**config.mk**
```make
export PLATFORM = sky130hd
export DESIGN_NAME = locf_top
export DESIGN_NICKNAME = d
export VERILOG_FILES = /design/src/hw/locf_pkg.sv /design/src/hw/locf_cal_if.sv /design/src/hw/locf_cal_seq.sv /design/src/hw/locf_top.sv
export SDC_FILE = /design/constraint.sdc
export NUM_CORES = 1
export LEC_CHECK = 0
export BUFFER_PORTS_ARGS = -buffer_cell sky130_fd_sc_hd__clkbuf_2
export CAP_MARGIN = 10
export CORE_ASPECT_RATIO = 1.5
export CORE_UTILIZATION = 47
export DETAILED_ROUTE_END_ITERATION = 10
export GPL_TIMING_DRIVEN = 1
export PLACE_DENSITY = 0.9
export SYNTH_ARGS = -nofsm -noshare
export SYNTH_HDL_FRONTEND = slang
export SYNTH_SLANG_ARGS = --single-unit
```
**constraint.sdc**
```tcl
create_clock -name SYS_CLK -period 3.8 [get_ports SYS_CLK]
set_clock_uncertainty 0.1 [all_clocks]
set_input_delay 0.38 -clock SYS_CLK [delete_from_list [all_inputs] [get_ports SYS_CLK]]
set_output_delay 0.38 -clock SYS_CLK [all_outputs]
set_load 0.02 [all_outputs]
```
**src/hw/locf_pkg.sv**
```systemverilog
// shared constants and types for the loop one control fields block
package locf_pkg;

    // =========================================================
    // bus geometry
    localparam int APB_AW = 12;
    localparam int APB_DW = 32;

    // =========================================================
    // register indices; byte address is four times the index
    localparam logic [7:0] IDX_CTRL_A = 8'h38;
    localparam logic [7:0] IDX_CTRL_B = 8'h39;
    localparam logic [7:0] IDX_STATUS = 8'h70;

    // =========================================================
    // loop_one_control_a fields
    localparam int POST_DIV_SEL_LSB = 2;
    localparam int POST_DIV_SEL_W = 3;
    localparam int SYNC_EN_BIT = 1;
    localparam int POWERDOWN_BIT = 0;
    localparam logic [2:0] RST_POST_DIV_SEL = 3'h7;
    localparam logic RST_SYNC_EN = 1'b1;
    localparam logic RST_POWERDOWN = 1'b0;

    // =========================================================
    // loop_one_control_b fields
    localparam int SPARE_BIT = 5;
    localparam int DOUBLER_BIT = 4;
    localparam int CP_CODE_LSB = 0;
    localparam int CP_CODE_W = 4;
    localparam logic RST_SPARE = 1'b0;
    localparam logic RST_DOUBLER = 1'b1;
    localparam logic [3:0] RST_CP_CODE = 4'h8;

    // =========================================================
    // status fields
    localparam int ST_LOOP_ON_BIT = 0;
    localparam int ST_CAL_BUSY_BIT = 1;
    localparam int ST_CAL_DONE_BIT = 2;
    localparam int ST_SYNC_PIN_BIT = 3;

    // =========================================================
    // decoded values at reset, and the charge pump code map
    localparam logic [3:0] RST_POST_DIV_VAL = 4'h8;
    localparam logic [4:0] RST_CP_STEPS = 5'h10;
    localparam logic [3:0] CP_CODE_MAX_STEP = 4'h7;
    localparam logic [3:0] CP_CODE_BOOST = 4'h8;
    localparam logic [4:0] CP_BOOST_STEPS = 5'h10;

    // =========================================================
    // calibration sequencer states
    typedef enum logic [1:0] {
        CAL_OFF,
        CAL_KICK,
        CAL_WAIT,
        CAL_RUN
    } locf_cal_state_t;

endpackage

```
**src/hw/locf_cal_if.sv**
```systemverilog
// control and status between register file and calibration sequencer
`timescale 1ns/1ps
`default_nettype none
interface locf_cal_if;
    logic powerdown;
    logic cal_done_lvl;
    logic loop_enable;
    logic cal_reset;
    logic cal_start;
    logic cal_busy;
    logic cal_locked;

    modport ctl (
        output powerdown,
        output cal_done_lvl,
        input loop_enable,
        input cal_reset,
        input cal_start,
        input cal_busy,
        input cal_locked
    );

    modport seq (
        input powerdown,
        input cal_done_lvl,
        output loop_enable,
        output cal_reset,
        output cal_start,
        output cal_busy,
        output cal_locked
    );
endinterface
`default_nettype wire

```
**src/hw/locf_cal_seq.sv**
```systemverilog
// loop enable and calibration restart sequencer
`timescale 1ns/1ps
`default_nettype none
module locf_cal_seq (
    input wire logic clk, // system clock
    input wire logic rst_n, // synchronised reset, active low
    locf_cal_if.seq cal // powerdown in, loop controls out
);
    import locf_pkg::*;

    locf_cal_state_t state_r;
    locf_cal_state_t state_nxt;

    // =========================================================
    // next state
    // reset lands in off, so a clear powerdown bit starts the loop by itself
    always_comb begin
        state_nxt = state_r;
        case (state_r)
            CAL_OFF: begin
                if (!cal.powerdown) begin
                    state_nxt = CAL_KICK;
                end
            end
            CAL_KICK: begin
                state_nxt = cal.powerdown ? CAL_OFF : CAL_WAIT;
            end
            CAL_WAIT: begin
                if (cal.powerdown) begin
                    state_nxt = CAL_OFF;
                end else if (cal.cal_done_lvl) begin
                    state_nxt = CAL_RUN;
                end
            end
            CAL_RUN: begin
                if (cal.powerdown) begin
                    state_nxt = CAL_OFF;
                end
            end
            default: begin
                state_nxt = CAL_OFF;
            end
        endcase
    end

    always_ff @(posedge clk or negedge rst_n) begin
        if (!rst_n) begin
            state_r <= CAL_OFF;
        end else begin
            state_r <= state_nxt;
        end
    end

    // =========================================================
    // outputs decoded from state
    // calibration held in reset
    assign cal.cal_reset = (state_r == CAL_OFF);
    assign cal.loop_enable = (state_r != CAL_OFF);
    assign cal.cal_start = (state_r == CAL_KICK);
    assign cal.cal_busy = (state_r == CAL_KICK) || (state_r == CAL_WAIT);
    assign cal.cal_locked = (state_r == CAL_RUN);
endmodule
`default_nettype wire

```
**src/hw/locf_top.sv**
```systemverilog
// loop one control fields: apb registers, sync gating, loop enable and calibration
// Notes on behaviour
// - with loop_sync_enable at 1 (its reset value) a sync event resynchronises the loop's channels.
// - after hardware reset the loop is enabled and calibrated only if loop_powerdown, reset 0, is 0.
// - setting loop_powerdown to 1 disables the loop and holds its calibration in reset.
// - clearing loop_powerdown re-enables the loop and restarts calibration with no other command.
// - reference_doubler_enable at 1, its reset value, turns the primary input doubler on.
// - the 4-bit charge_pump_gain_code, reset 0x8, gives 0.4 mA steps for 1 to 7 and 6.4 mA for 8.
// - post_divider_select at bits 4:2, reset 0x7, gives divide 2 for codes 0,1 and 3 to 8 for 2 to 7.
`timescale 1ns/1ps
`default_nettype none
module locf_top #(
    parameter int ADDR_WIDTH = locf_pkg::APB_AW
) (
    input wire logic SYS_CLK, // 200 MHz system clock
    input wire logic RESETN, // asynchronous reset, active low
    input wire logic PSEL, // apb select
    input wire logic PENABLE, // apb access phase
    input wire logic PWRITE, // apb direction, 1 = write
    input wire logic [ADDR_WIDTH-1:0] PADDR, // apb byte address
    input wire logic [locf_pkg::APB_DW-1:0] PWDATA, // apb write data
    input wire logic [3:0] PSTRB, // apb byte strobes
    output logic [locf_pkg::APB_DW-1:0] PRDATA, // apb read data
    output logic PREADY, // apb ready
    output logic PSLVERR, // apb error on unmapped address
    input wire logic SYNC_EVENT, // sync pin, rising edge is an event
    input wire logic CAL_DONE, // calibration finished, from the loop
    output logic CHANNEL_RESYNC, // one-cycle resync pulse to loop channels
    output logic LOOP_ENABLE, // loop powered and running
    output logic CAL_RESET, // calibration circuit held in reset
    output logic CAL_START, // one-cycle calibration start pulse
    output logic REF_DOUBLER_EN, // primary input doubler on
    output logic [3:0] CP_CODE, // charge pump gain code
    output logic [4:0] CP_CURRENT_STEPS, // pump current in 0.4 mA units
    output logic [3:0] POST_DIV_VALUE // post divider ratio, 2 to 8
);
    import locf_pkg::*;

    // =========================================================
    // parameter check
    // upper-bit test needs at least one bit above the word index
    if (ADDR_WIDTH < 11) begin : g_aw_check
        $error("locf_top: ADDR_WIDTH must be at least 11");
    end

    // =========================================================
    // reset release
    // entry is immediate, exit waits two edges so no flop sees a ragged release
    logic [1:0] rst_sync_r;
    logic rst_n;

    always_ff @(posedge SYS_CLK or negedge RESETN) begin
        if (!RESETN) begin
            rst_sync_r <= 2'h0;
        end else begin
            rst_sync_r <= {rst_sync_r[0], 1'b1};
        end
    end

    assign rst_n = rst_sync_r[1];

    // =========================================================
    // pin synchronisers; a level counts once stages two and three agree
    // stage one feeds only stage two, so a metastable sample never reaches logic
    localparam int NPIN = 2;
    localparam int PIN_SYNC = 0;
    localparam int PIN_DONE = 1;

    logic [NPIN-1:0] pin_raw;
    logic [NPIN-1:0] pin_lvl;

    assign pin_raw = {CAL_DONE, SYNC_EVENT};

    for (genvar gi = 0; gi < NPIN; gi++) begin : g_pin
        logic s1_r;
        logic s2_r;
        logic s3_r;
        logic lvl_r;

        always_ff @(posedge SYS_CLK or negedge rst_n) begin
            if (!rst_n) begin
                s1_r <= 1'b0;
                s2_r <= 1'b0;
                s3_r <= 1'b0;
                lvl_r <= 1'b0;
            end else begin
                s1_r <= pin_raw[gi];
                s2_r <= s1_r;
                s3_r <= s2_r;
                if (s2_r == s3_r) begin
                    lvl_r <= s3_r;
                end
            end
        end

        assign pin_lvl[gi] = lvl_r;
    end

    // =========================================================
    // field decoders
    function automatic logic [3:0] post_div_of(input logic [2:0] sel);
        // codes 0 and 1 both divide by two
        post_div_of = (sel < 3'h2) ? 4'h2 : ({1'b0, sel} + 4'h1);
    endfunction

    function automatic logic [4:0] cp_steps_of(input logic [3:0] code);
        // undocumented codes leave the pump off rather than guess
        if ((code != 4'h0) && (code <= CP_CODE_MAX_STEP)) begin
            cp_steps_of = {1'b0, code};
        end else if (code == CP_CODE_BOOST) begin
            cp_steps_of = CP_BOOST_STEPS;
        end else begin
            cp_steps_of = 5'h00;
        end
    endfunction

    // =========================================================
    // apb decode
    logic [7:0] word_idx;
    logic aligned;
    logic hit_a;
    logic hit_b;
    logic hit_st;
    logic mapped;
    logic setup_rd;
    logic access;
    logic wr_a;
    logic wr_b;

    // upper address bits must be clear, so aliases of the map never answer
    assign word_idx = PADDR[9:2];
    assign aligned = (PADDR[1:0] == 2'h0) && (PADDR[ADDR_WIDTH-1:10] == '0);
    assign hit_a = aligned && (word_idx == IDX_CTRL_A);
    assign hit_b = aligned && (word_idx == IDX_CTRL_B);
    assign hit_st = aligned && (word_idx == IDX_STATUS);
    assign mapped = hit_a || hit_b || hit_st;
    assign setup_rd = PSEL && !PENABLE && !PWRITE;
    assign access = PSEL && PENABLE;
    // only byte lane zero carries data
    assign wr_a = access && PWRITE && hit_a && PSTRB[0];
    assign wr_b = access && PWRITE && hit_b && PSTRB[0];

    // zero wait states; error only for an unmapped address
    // a status write is dropped quietly, only unmapped words raise an error
    assign PREADY = 1'b1;
    assign PSLVERR = access && !mapped;

    // =========================================================
    // control registers
    logic [2:0] post_div_sel_r;
    logic sync_en_r;
    logic powerdown_r;
    logic spare_r;
    logic doubler_r;
    logic [3:0] cp_code_r;
    logic [2:0] post_div_sel_nxt;
    logic sync_en_nxt;
    logic powerdown_nxt;
    logic spare_nxt;
    logic doubler_nxt;
    logic [3:0] cp_code_nxt;

    // a write replaces the whole byte; other cycles hold the fields
    assign post_div_sel_nxt = wr_a ? PWDATA[POST_DIV_SEL_LSB +: POST_DIV_SEL_W] : post_div_sel_r;
    assign sync_en_nxt = wr_a ? PWDATA[SYNC_EN_BIT] : sync_en_r;
    assign powerdown_nxt = wr_a ? PWDATA[POWERDOWN_BIT] : powerdown_r;
    assign spare_nxt = wr_b ? PWDATA[SPARE_BIT] : spare_r;
    assign doubler_nxt = wr_b ? PWDATA[DOUBLER_BIT] : doubler_r;
    assign cp_code_nxt = wr_b ? PWDATA[CP_CODE_LSB +: CP_CODE_W] : cp_code_r;

    always_ff @(posedge SYS_CLK or negedge rst_n) begin
        if (!rst_n) begin
            post_div_sel_r <= RST_POST_DIV_SEL;
            sync_en_r <= RST_SYNC_EN;
            powerdown_r <= RST_POWERDOWN;
        end else begin
            post_div_sel_r <= post_div_sel_nxt;
            sync_en_r <= sync_en_nxt;
            powerdown_r <= powerdown_nxt;
        end
    end

    always_ff @(posedge SYS_CLK or negedge rst_n) begin
        if (!rst_n) begin
            spare_r <= RST_SPARE;
            doubler_r <= RST_DOUBLER;
            cp_code_r <= RST_CP_CODE;
        end else begin
            spare_r <= spare_nxt;
            doubler_r <= doubler_nxt;
            cp_code_r <= cp_code_nxt;
        end
    end

    // =========================================================
    // calibration sequencer
    locf_cal_if cal_bus ();

    assign cal_bus.powerdown = powerdown_r;
    // a done level left high from before powerdown ends the next calibration at once
    assign cal_bus.cal_done_lvl = pin_lvl[PIN_DONE];

    locf_cal_seq u_cal_seq (
        .clk(SYS_CLK),
        .rst_n(rst_n),
        .cal(cal_bus.seq)
    );

    assign LOOP_ENABLE = cal_bus.loop_enable;
    assign CAL_RESET = cal_bus.cal_reset;
    assign CAL_START = cal_bus.cal_start;

    // =========================================================
    // sync event gating
    logic sync_prev_r;
    logic sync_rise;
    logic resync_r;
    logic resync_nxt;

    // previous level resets low like the idle pin, so reset gives no false edge
    assign sync_rise = pin_lvl[PIN_SYNC] && !sync_prev_r;
    assign resync_nxt = sync_rise && sync_en_r;

    always_ff @(posedge SYS_CLK or negedge rst_n) begin
        if (!rst_n) begin
            sync_prev_r <= 1'b0;
            resync_r <= 1'b0;
        end else begin
            sync_prev_r <= pin_lvl[PIN_SYNC];
            resync_r <= resync_nxt;
        end
    end

    assign CHANNEL_RESYNC = resync_r;

    // =========================================================
    // analog control outputs, registered
    logic [4:0] cp_steps_r;
    logic [3:0] post_div_r;
    logic [4:0] cp_steps_nxt;
    logic [3:0] post_div_nxt;

    assign cp_steps_nxt = cp_steps_of(cp_code_r);
    assign post_div_nxt = post_div_of(post_div_sel_r);

    always_ff @(posedge SYS_CLK or negedge rst_n) begin
        if (!rst_n) begin
            cp_steps_r <= RST_CP_STEPS;
            post_div_r <= RST_POST_DIV_VAL;
        end else begin
            cp_steps_r <= cp_steps_nxt;
            post_div_r <= post_div_nxt;
        end
    end

    assign REF_DOUBLER_EN = doubler_r;
    assign CP_CODE = cp_code_r;
    assign CP_CURRENT_STEPS = cp_steps_r;
    assign POST_DIV_VALUE = post_div_r;

    // =========================================================
    // read data, captured in the setup cycle
    logic [7:0] rd_a;
    logic [7:0] rd_b;
    logic [7:0] rd_st;
    logic [7:0] rd_sel;
    logic [APB_DW-1:0] prdata_r;
    logic [APB_DW-1:0] prdata_nxt;

    assign rd_a = {3'h0, post_div_sel_r, sync_en_r, powerdown_r};
    assign rd_b = {2'h0, spare_r, doubler_r, cp_code_r};
    assign rd_st = {4'h0, pin_lvl[PIN_SYNC], cal_bus.cal_locked,
                    cal_bus.cal_busy, cal_bus.loop_enable};
    assign rd_sel = hit_a ? rd_a : (hit_b ? rd_b : (hit_st ? rd_st : 8'h00));
    // captured at setup so the word stands settled through the access cycle
    assign prdata_nxt = setup_rd ? {24'h00_0000, rd_sel} : prdata_r;

    always_ff @(posedge SYS_CLK or negedge rst_n) begin
        if (!rst_n) begin
            prdata_r <= 32'h0000_0000;
        end else begin
            prdata_r <= prdata_nxt;
        end
    end

    assign PRDATA = prdata_r;
endmodule
`default_nettype wire

```
# Word level (Yosys, flattened, before mapping)
# Cells that the tools add are included.
# totals
out_inout_bits	52
regBits	42
inputBits	55
# classes
reduce_logical	29
muxes	12
eq_ne	12
n_addsub	1
n_lt_le_gt_ge	2
# op_table
cell	n
$eq A8 B6 Y1 const B	2
$logic_and A1 B1 Y1	16
$mux W6	2
$mux W2	5
$mux W5	2
$eq A8 B7 Y1 const B	1
$mux W4	2
$pmux W2 S4	1
$logic_not A2 Y1	3
$add A3 B1 Y4 const B	1
$eq A2 B2 Y1 const B	2
$eq A4 B4 Y1 const B	1
$le A4 B3 Y1 const B	1
$logic_not A1 Y1	4
$ne A2 B2 Y1 const B	2
$reduce_bool A4 Y1	1
$logic_or A1 B1 Y1	3
$lt A3 B2 Y1 const B	1
$ne A3 B3 Y1 const B	1
$reduce_and A3 Y1	1
$eq A1 B1 Y1	2
$eq A2 B1 Y1 const B	1
$reduce_bool A2 Y1	1

# Depth between registers and ports, before layout
# depth
word_depth	7
ltp_mapped	6
mapped_depth_nobuf	6

# Hierarchy
# A second synthesis with hierarchy kept.
# hier_totals
hier_cells	159
area_unflattened_um2	1915.6
# modules_own_cells
mod	n_inst	area_per_inst_um2	cells_each	seq_area_each_um2
locf_top	1	1739.2	139	960.9
locf_cal_seq	1	176.4	20	50.0

# Worst setup path before layout
# OpenSTA, ideal clock, no wires.
# synth_path
kind	input to register
from	in PADDR[10]
to	reg powerdown_r (netlist: cal_bus.powerdown)
path_slack_ns	1.908
setup_time_ns	0.125
arrival_ns	1.667
path_buffers	1
stages	5
cell_sequence	nor4b_4 nand4b_2 or3_1 buf_6 mux2_4
# synth_via
elab_chain_len	5
# synth_rtl
element	line	rtl
start: declaration	locf_top.sv:20	input wire logic [ADDR_WIDTH-1:0] PADDR,
$logic_not A2 Y1	locf_top.sv:132	assign aligned = (PADDR[1:0] == 2'h0) && (PADDR[ADDR_WIDTH-1:10] == '0);
$logic_and A1 B1 Y1	locf_top.sv:132	
$logic_and A1 B1 Y1	locf_top.sv:133	assign hit_a = aligned && (word_idx == IDX_CTRL_A);
$logic_and A1 B1 Y1 (2 in series)	locf_top.sv:140	assign wr_a = access && PWRITE && hit_a && PSTRB[0];
end signal: assignment	locf_top.sv:179	powerdown_r <= powerdown_nxt;
end: declaration	locf_top.sv:152	logic powerdown_r;
# No other way between the ends.
# A chain may end at the register's enable or synchronous reset.

# Worst setup path in the final report
# layout_path
from	in PADDR[10]
to	out PSLVERR
# layout_via
elab_chain_len	7
# layout_rtl
element	line	rtl
$logic_not A2 Y1 (*)	locf_top.sv:132	
$logic_and A1 B1 Y1 (*)	locf_top.sv:132	
$logic_and A1 B1 Y1 (on tied branches)	locf_top.sv:133, locf_top.sv:134	
$logic_or A1 B1 Y1	locf_top.sv:136	assign mapped = hit_a || hit_b || hit_st;
$logic_or A1 B1 Y1 (*)	locf_top.sv:136	
$logic_not A1 Y1 (*)	locf_top.sv:146	assign PSLVERR = access && !mapped;
$logic_and A1 B1 Y1 (*)	locf_top.sv:146	
end: declaration	locf_top.sv:25	output logic PSLVERR,
# Mark *: on every way between the ends. The rest lies on a longest branch, timed or not.

==> run summary <==
number of flops mapped to enable cells by yosys -> 0
Final HPWL DP -> 2630 um
VDD IR max -> 271 uV
CTS max path bufs -> 2
Max-Cap Viols -> 0
Setup crit end -> PSLVERR
I/O pin cnt -> 107
Core ar. -> 0.00375 mm^2
CP Capture Type -> output pin
Clock Sinks -> 40
Main synth FF type -> dfrtp_1
initial antenna violation count -> 0
ANT cells -> 0
P_int -> 0.000646 W
post-synthesis register bit count -> 40
H-tree Lvls -> 2
synthesized-area fraction occupied by adder cells -> 4.36%
Comb pwr share -> 20.8%
largest family of logic cells by synthesized area -> simple AND/OR/NAND/NOR gates
Worst Path Required -> 3320 ps
cell taking the most area after synthesis -> dfrtp_1
postcts setup bufs -> 0
register clock-pin slew on the reported worst setup and hold paths -> 70 ps
DRT iter0 DRCs -> 19
first-pass GRT wire length -> 5330 um
setup violators final -> 0
DR vias/cell -> 4.94
register area -> 0.00101 mm^2
GRT Overall Usage -> 17.9%
register area share after synthesis -> 53.4%
leak pwr -> 1.17 nW
fin crit share -> 49.6%
switching part of the total power -> 30.6%
routed wire length -> 3490 um
largest net degree at the start of global routing -> 27
asr flop ratio synth -> 100%
post-synth cell types -> 40
number of global-route vias before repair -> 1,152
post-layout util -> 58.3%
Slew HR -> 35.0%
Initial Util -> 50.5%
CP Max Fanout -> 4
CTS Buf Count -> 5
Routed Antenna Nets -> 0
GR Overflow Total -> 0
Simple-Gate Fraction of Synth Area -> 13.5%
Mapped Cells -> 155
final hold violations -> 0
area of the multi-input gates -> 752 um^2
Critical path origin -> PADDR[10]
Syn Area/Cell -> 12.2 um^2
Routability Congestion -> 0.767
vias -> 1,264
row cnt -> 27
DIE HEIGHT -> 79.8 um
Mapped Area -> 0.00189 mm^2
crit path time final -> 1890 ps
Seq pwr share -> 50.1%
Hold WC Path Type -> input port to register
Compound-Gate Fraction of Synth Area -> 6.34%
die width -> 53.8 um
slew at the pin with the worst max-slew slack -> 975 ps
mux cell area share after synthesis -> 9.71%
Root Buffer -> clkbuf_8
die area -> 0.00429 mm^2
top-count cell post-synth -> dfrtp_1
status -> completed
synthesis warning total -> 0
RSZ-0062 raised after global routing -> false
Fin Setup TNS -> 0 ps
Crit Path Category -> input port to output pin
Worst Path Arrival -> 1410 ps
DRC violations left -> 0
fillcell total -> 326
CTS tree -> built
Port Buffers -> 50
wire length per cell -> 13.6 um
flop2flop setup slack -> 2210 ps
FMAX -> 530 MHz
final-report max-slew violation count -> 0
Startpoint Class -> input port
most frequent cells after synthesis -> dfrtp_1, buf_4, dfstp_2, nand2_1, nor2_1
Pwr Density -> 426 mW/mm^2
clock share of power -> 29.1%
drt pass-1 iters -> 4
synth-to-layout area growth -> 15.3%
layout cells sized above 1 -> 38.5%
Reg-to-Reg End -> u_cal_seq.state_r[1]
post-CTS resize count -> 0
P_sw -> 0.000285 W
top post-synthesis cells by area -> dfrtp_1, dfstp_2, buf_4, mux2_2, mux2_4
top cell type's share of synthesized area -> 42.3%
later-pin clock latency in the skew report -> 290 ps
Final nets -> 272
Synth Area in XOR/XNOR -> 0%
RR Startpoint -> u_cal_seq.state_r[0]
worst-case reg-to-reg path depth -> 5
## stage by stage
step / area [um^2] / cells / total power, W / hold slack, ps / worst slack (ps)
finish: 2180 / 256 / 0.000931 / 94.4 / 1910
global route: 2180 / 256 / 0.000980 / 80.5 / 1850
detailed placement: 2090 / 247 / 0.000667 / 66.9 / 1610
floorplan: 2000 / 182 / 0.000629 / -15.6 / 1910
CTS: 2180 / 256 / 0.000943 / 81.9 / 1900
global placement: 2090 / 247 / 0.000660 / 66.9 / 1640
## layer usage
layer	vias to the layer above	share of wire, %	global-route usage, %
met5	-	0	0
met4	0	3.3	10.3
li1	592	-	-
met3	12	6.7	5.33
met1	592	40	20.3
met2	68	50	28.6
## worst min-delay path by stage
stage              from             to  slack (ps)  cells past startpoint
6_report       CAL_DONE  g_pin[1].s1_r          90                      1
5_1_grt        CAL_DONE  g_pin[1].s1_r          80                      1
4_1_cts        CAL_DONE  g_pin[1].s1_r          80                      1
3_5_place_dp     RESETN  rst_sync_r[0]          70                      1
3_3_place_gp     RESETN  rst_sync_r[0]          70                      1
2_1_floorplan    RESETN  rst_sync_r[0]         -20                      0
## worst max-delay path, cell delays in order
cell,delay [ps]
clkbuf_2,100
nor4b_4,360
nand3_1,170
o211a_1,240
clkbuf_2,150
## registers in the layout, summed over array words and instances, names as in the netlist
signal / cells
sync_en_r: 1
POST_DIV_VALUE: 4
CP_CURRENT_STEPS: 5
rst_sync_r: 2
CP_CODE: 4
cal_bus.powerdown: 1
cal_bus.cal_done_lvl: 1
REF_DOUBLER_EN: 1
sync_prev_r: 1
post_div_sel_r: 3
g_pin.lvl_r: 1
u_cal_seq.state_r: 2
g_pin.s3_r: 2
g_pin.s1_r: 2
spare_r: 1
PRDATA: 6
CHANNEL_RESYNC: 1
g_pin.s2_r: 2
## cells in the final DEF, fill, tap and decap left out, types with 2 or more instances in the layout
cell and count:
a211o_1 2, a21oi_1 2, a22oi_1 2, and2_0 2, clkbuf_1 2, clkbuf_2 50, clkbuf_8 5, conb_1 29
dfrtp_1 32, dfstp_2 8, ha_1 5, inv_1 4, maj3_1 2, mux2_2 7, mux2_4 5, mux2i_1 3
nand2_1 8, nand4_1 3, nor2_1 8, nor2b_1 6, nor3_1 3, nor4b_1 2, o21ai_0 2, o22a_1 2
## kinds of logic (layout without fill, tap and decap cells)
group                    count (synthesis)  count (layout)
AND/OR/NAND/NOR                         42              42
flip-flops                              40              40
buffers and inverters                   33              64
AO/OA/AOI/OAI                           16              16
multiplexers                            15              15
adder cells (fa/ha/maj)                  7               7
other                                    2              29
## power by group through the flow
stage               sequential (W)  clock [W]  combinational, W
finish                    0.000466   0.000271          0.000194
global route              0.000470   0.000299          0.000212
CTS                       0.000466   0.000281          0.000195
detailed placement        0.000475          0          0.000192
global placement          0.000472          0          0.000189
floorplan                 0.000471          0          0.000158
## cell type report
type / instances / share of cell area, %
Timing Repair Buffer: 52 / 12.3
Clock buffer: 7 / 3.49
Sequential cell: 40 / 46.3
Multi-Input combinational cell: 109 / 34.4
Tap cell: 43 / 2.46
Inverter: 4 / 0.687
Clock inverter: 1 / 0.401
## timing repair
action                     CTS  global route
hold endpoints to repair     2             0
hold buffers                 1             0
setup endpoints to repair    0             0
No activity file was read; power rests on OpenSTA's default activity.
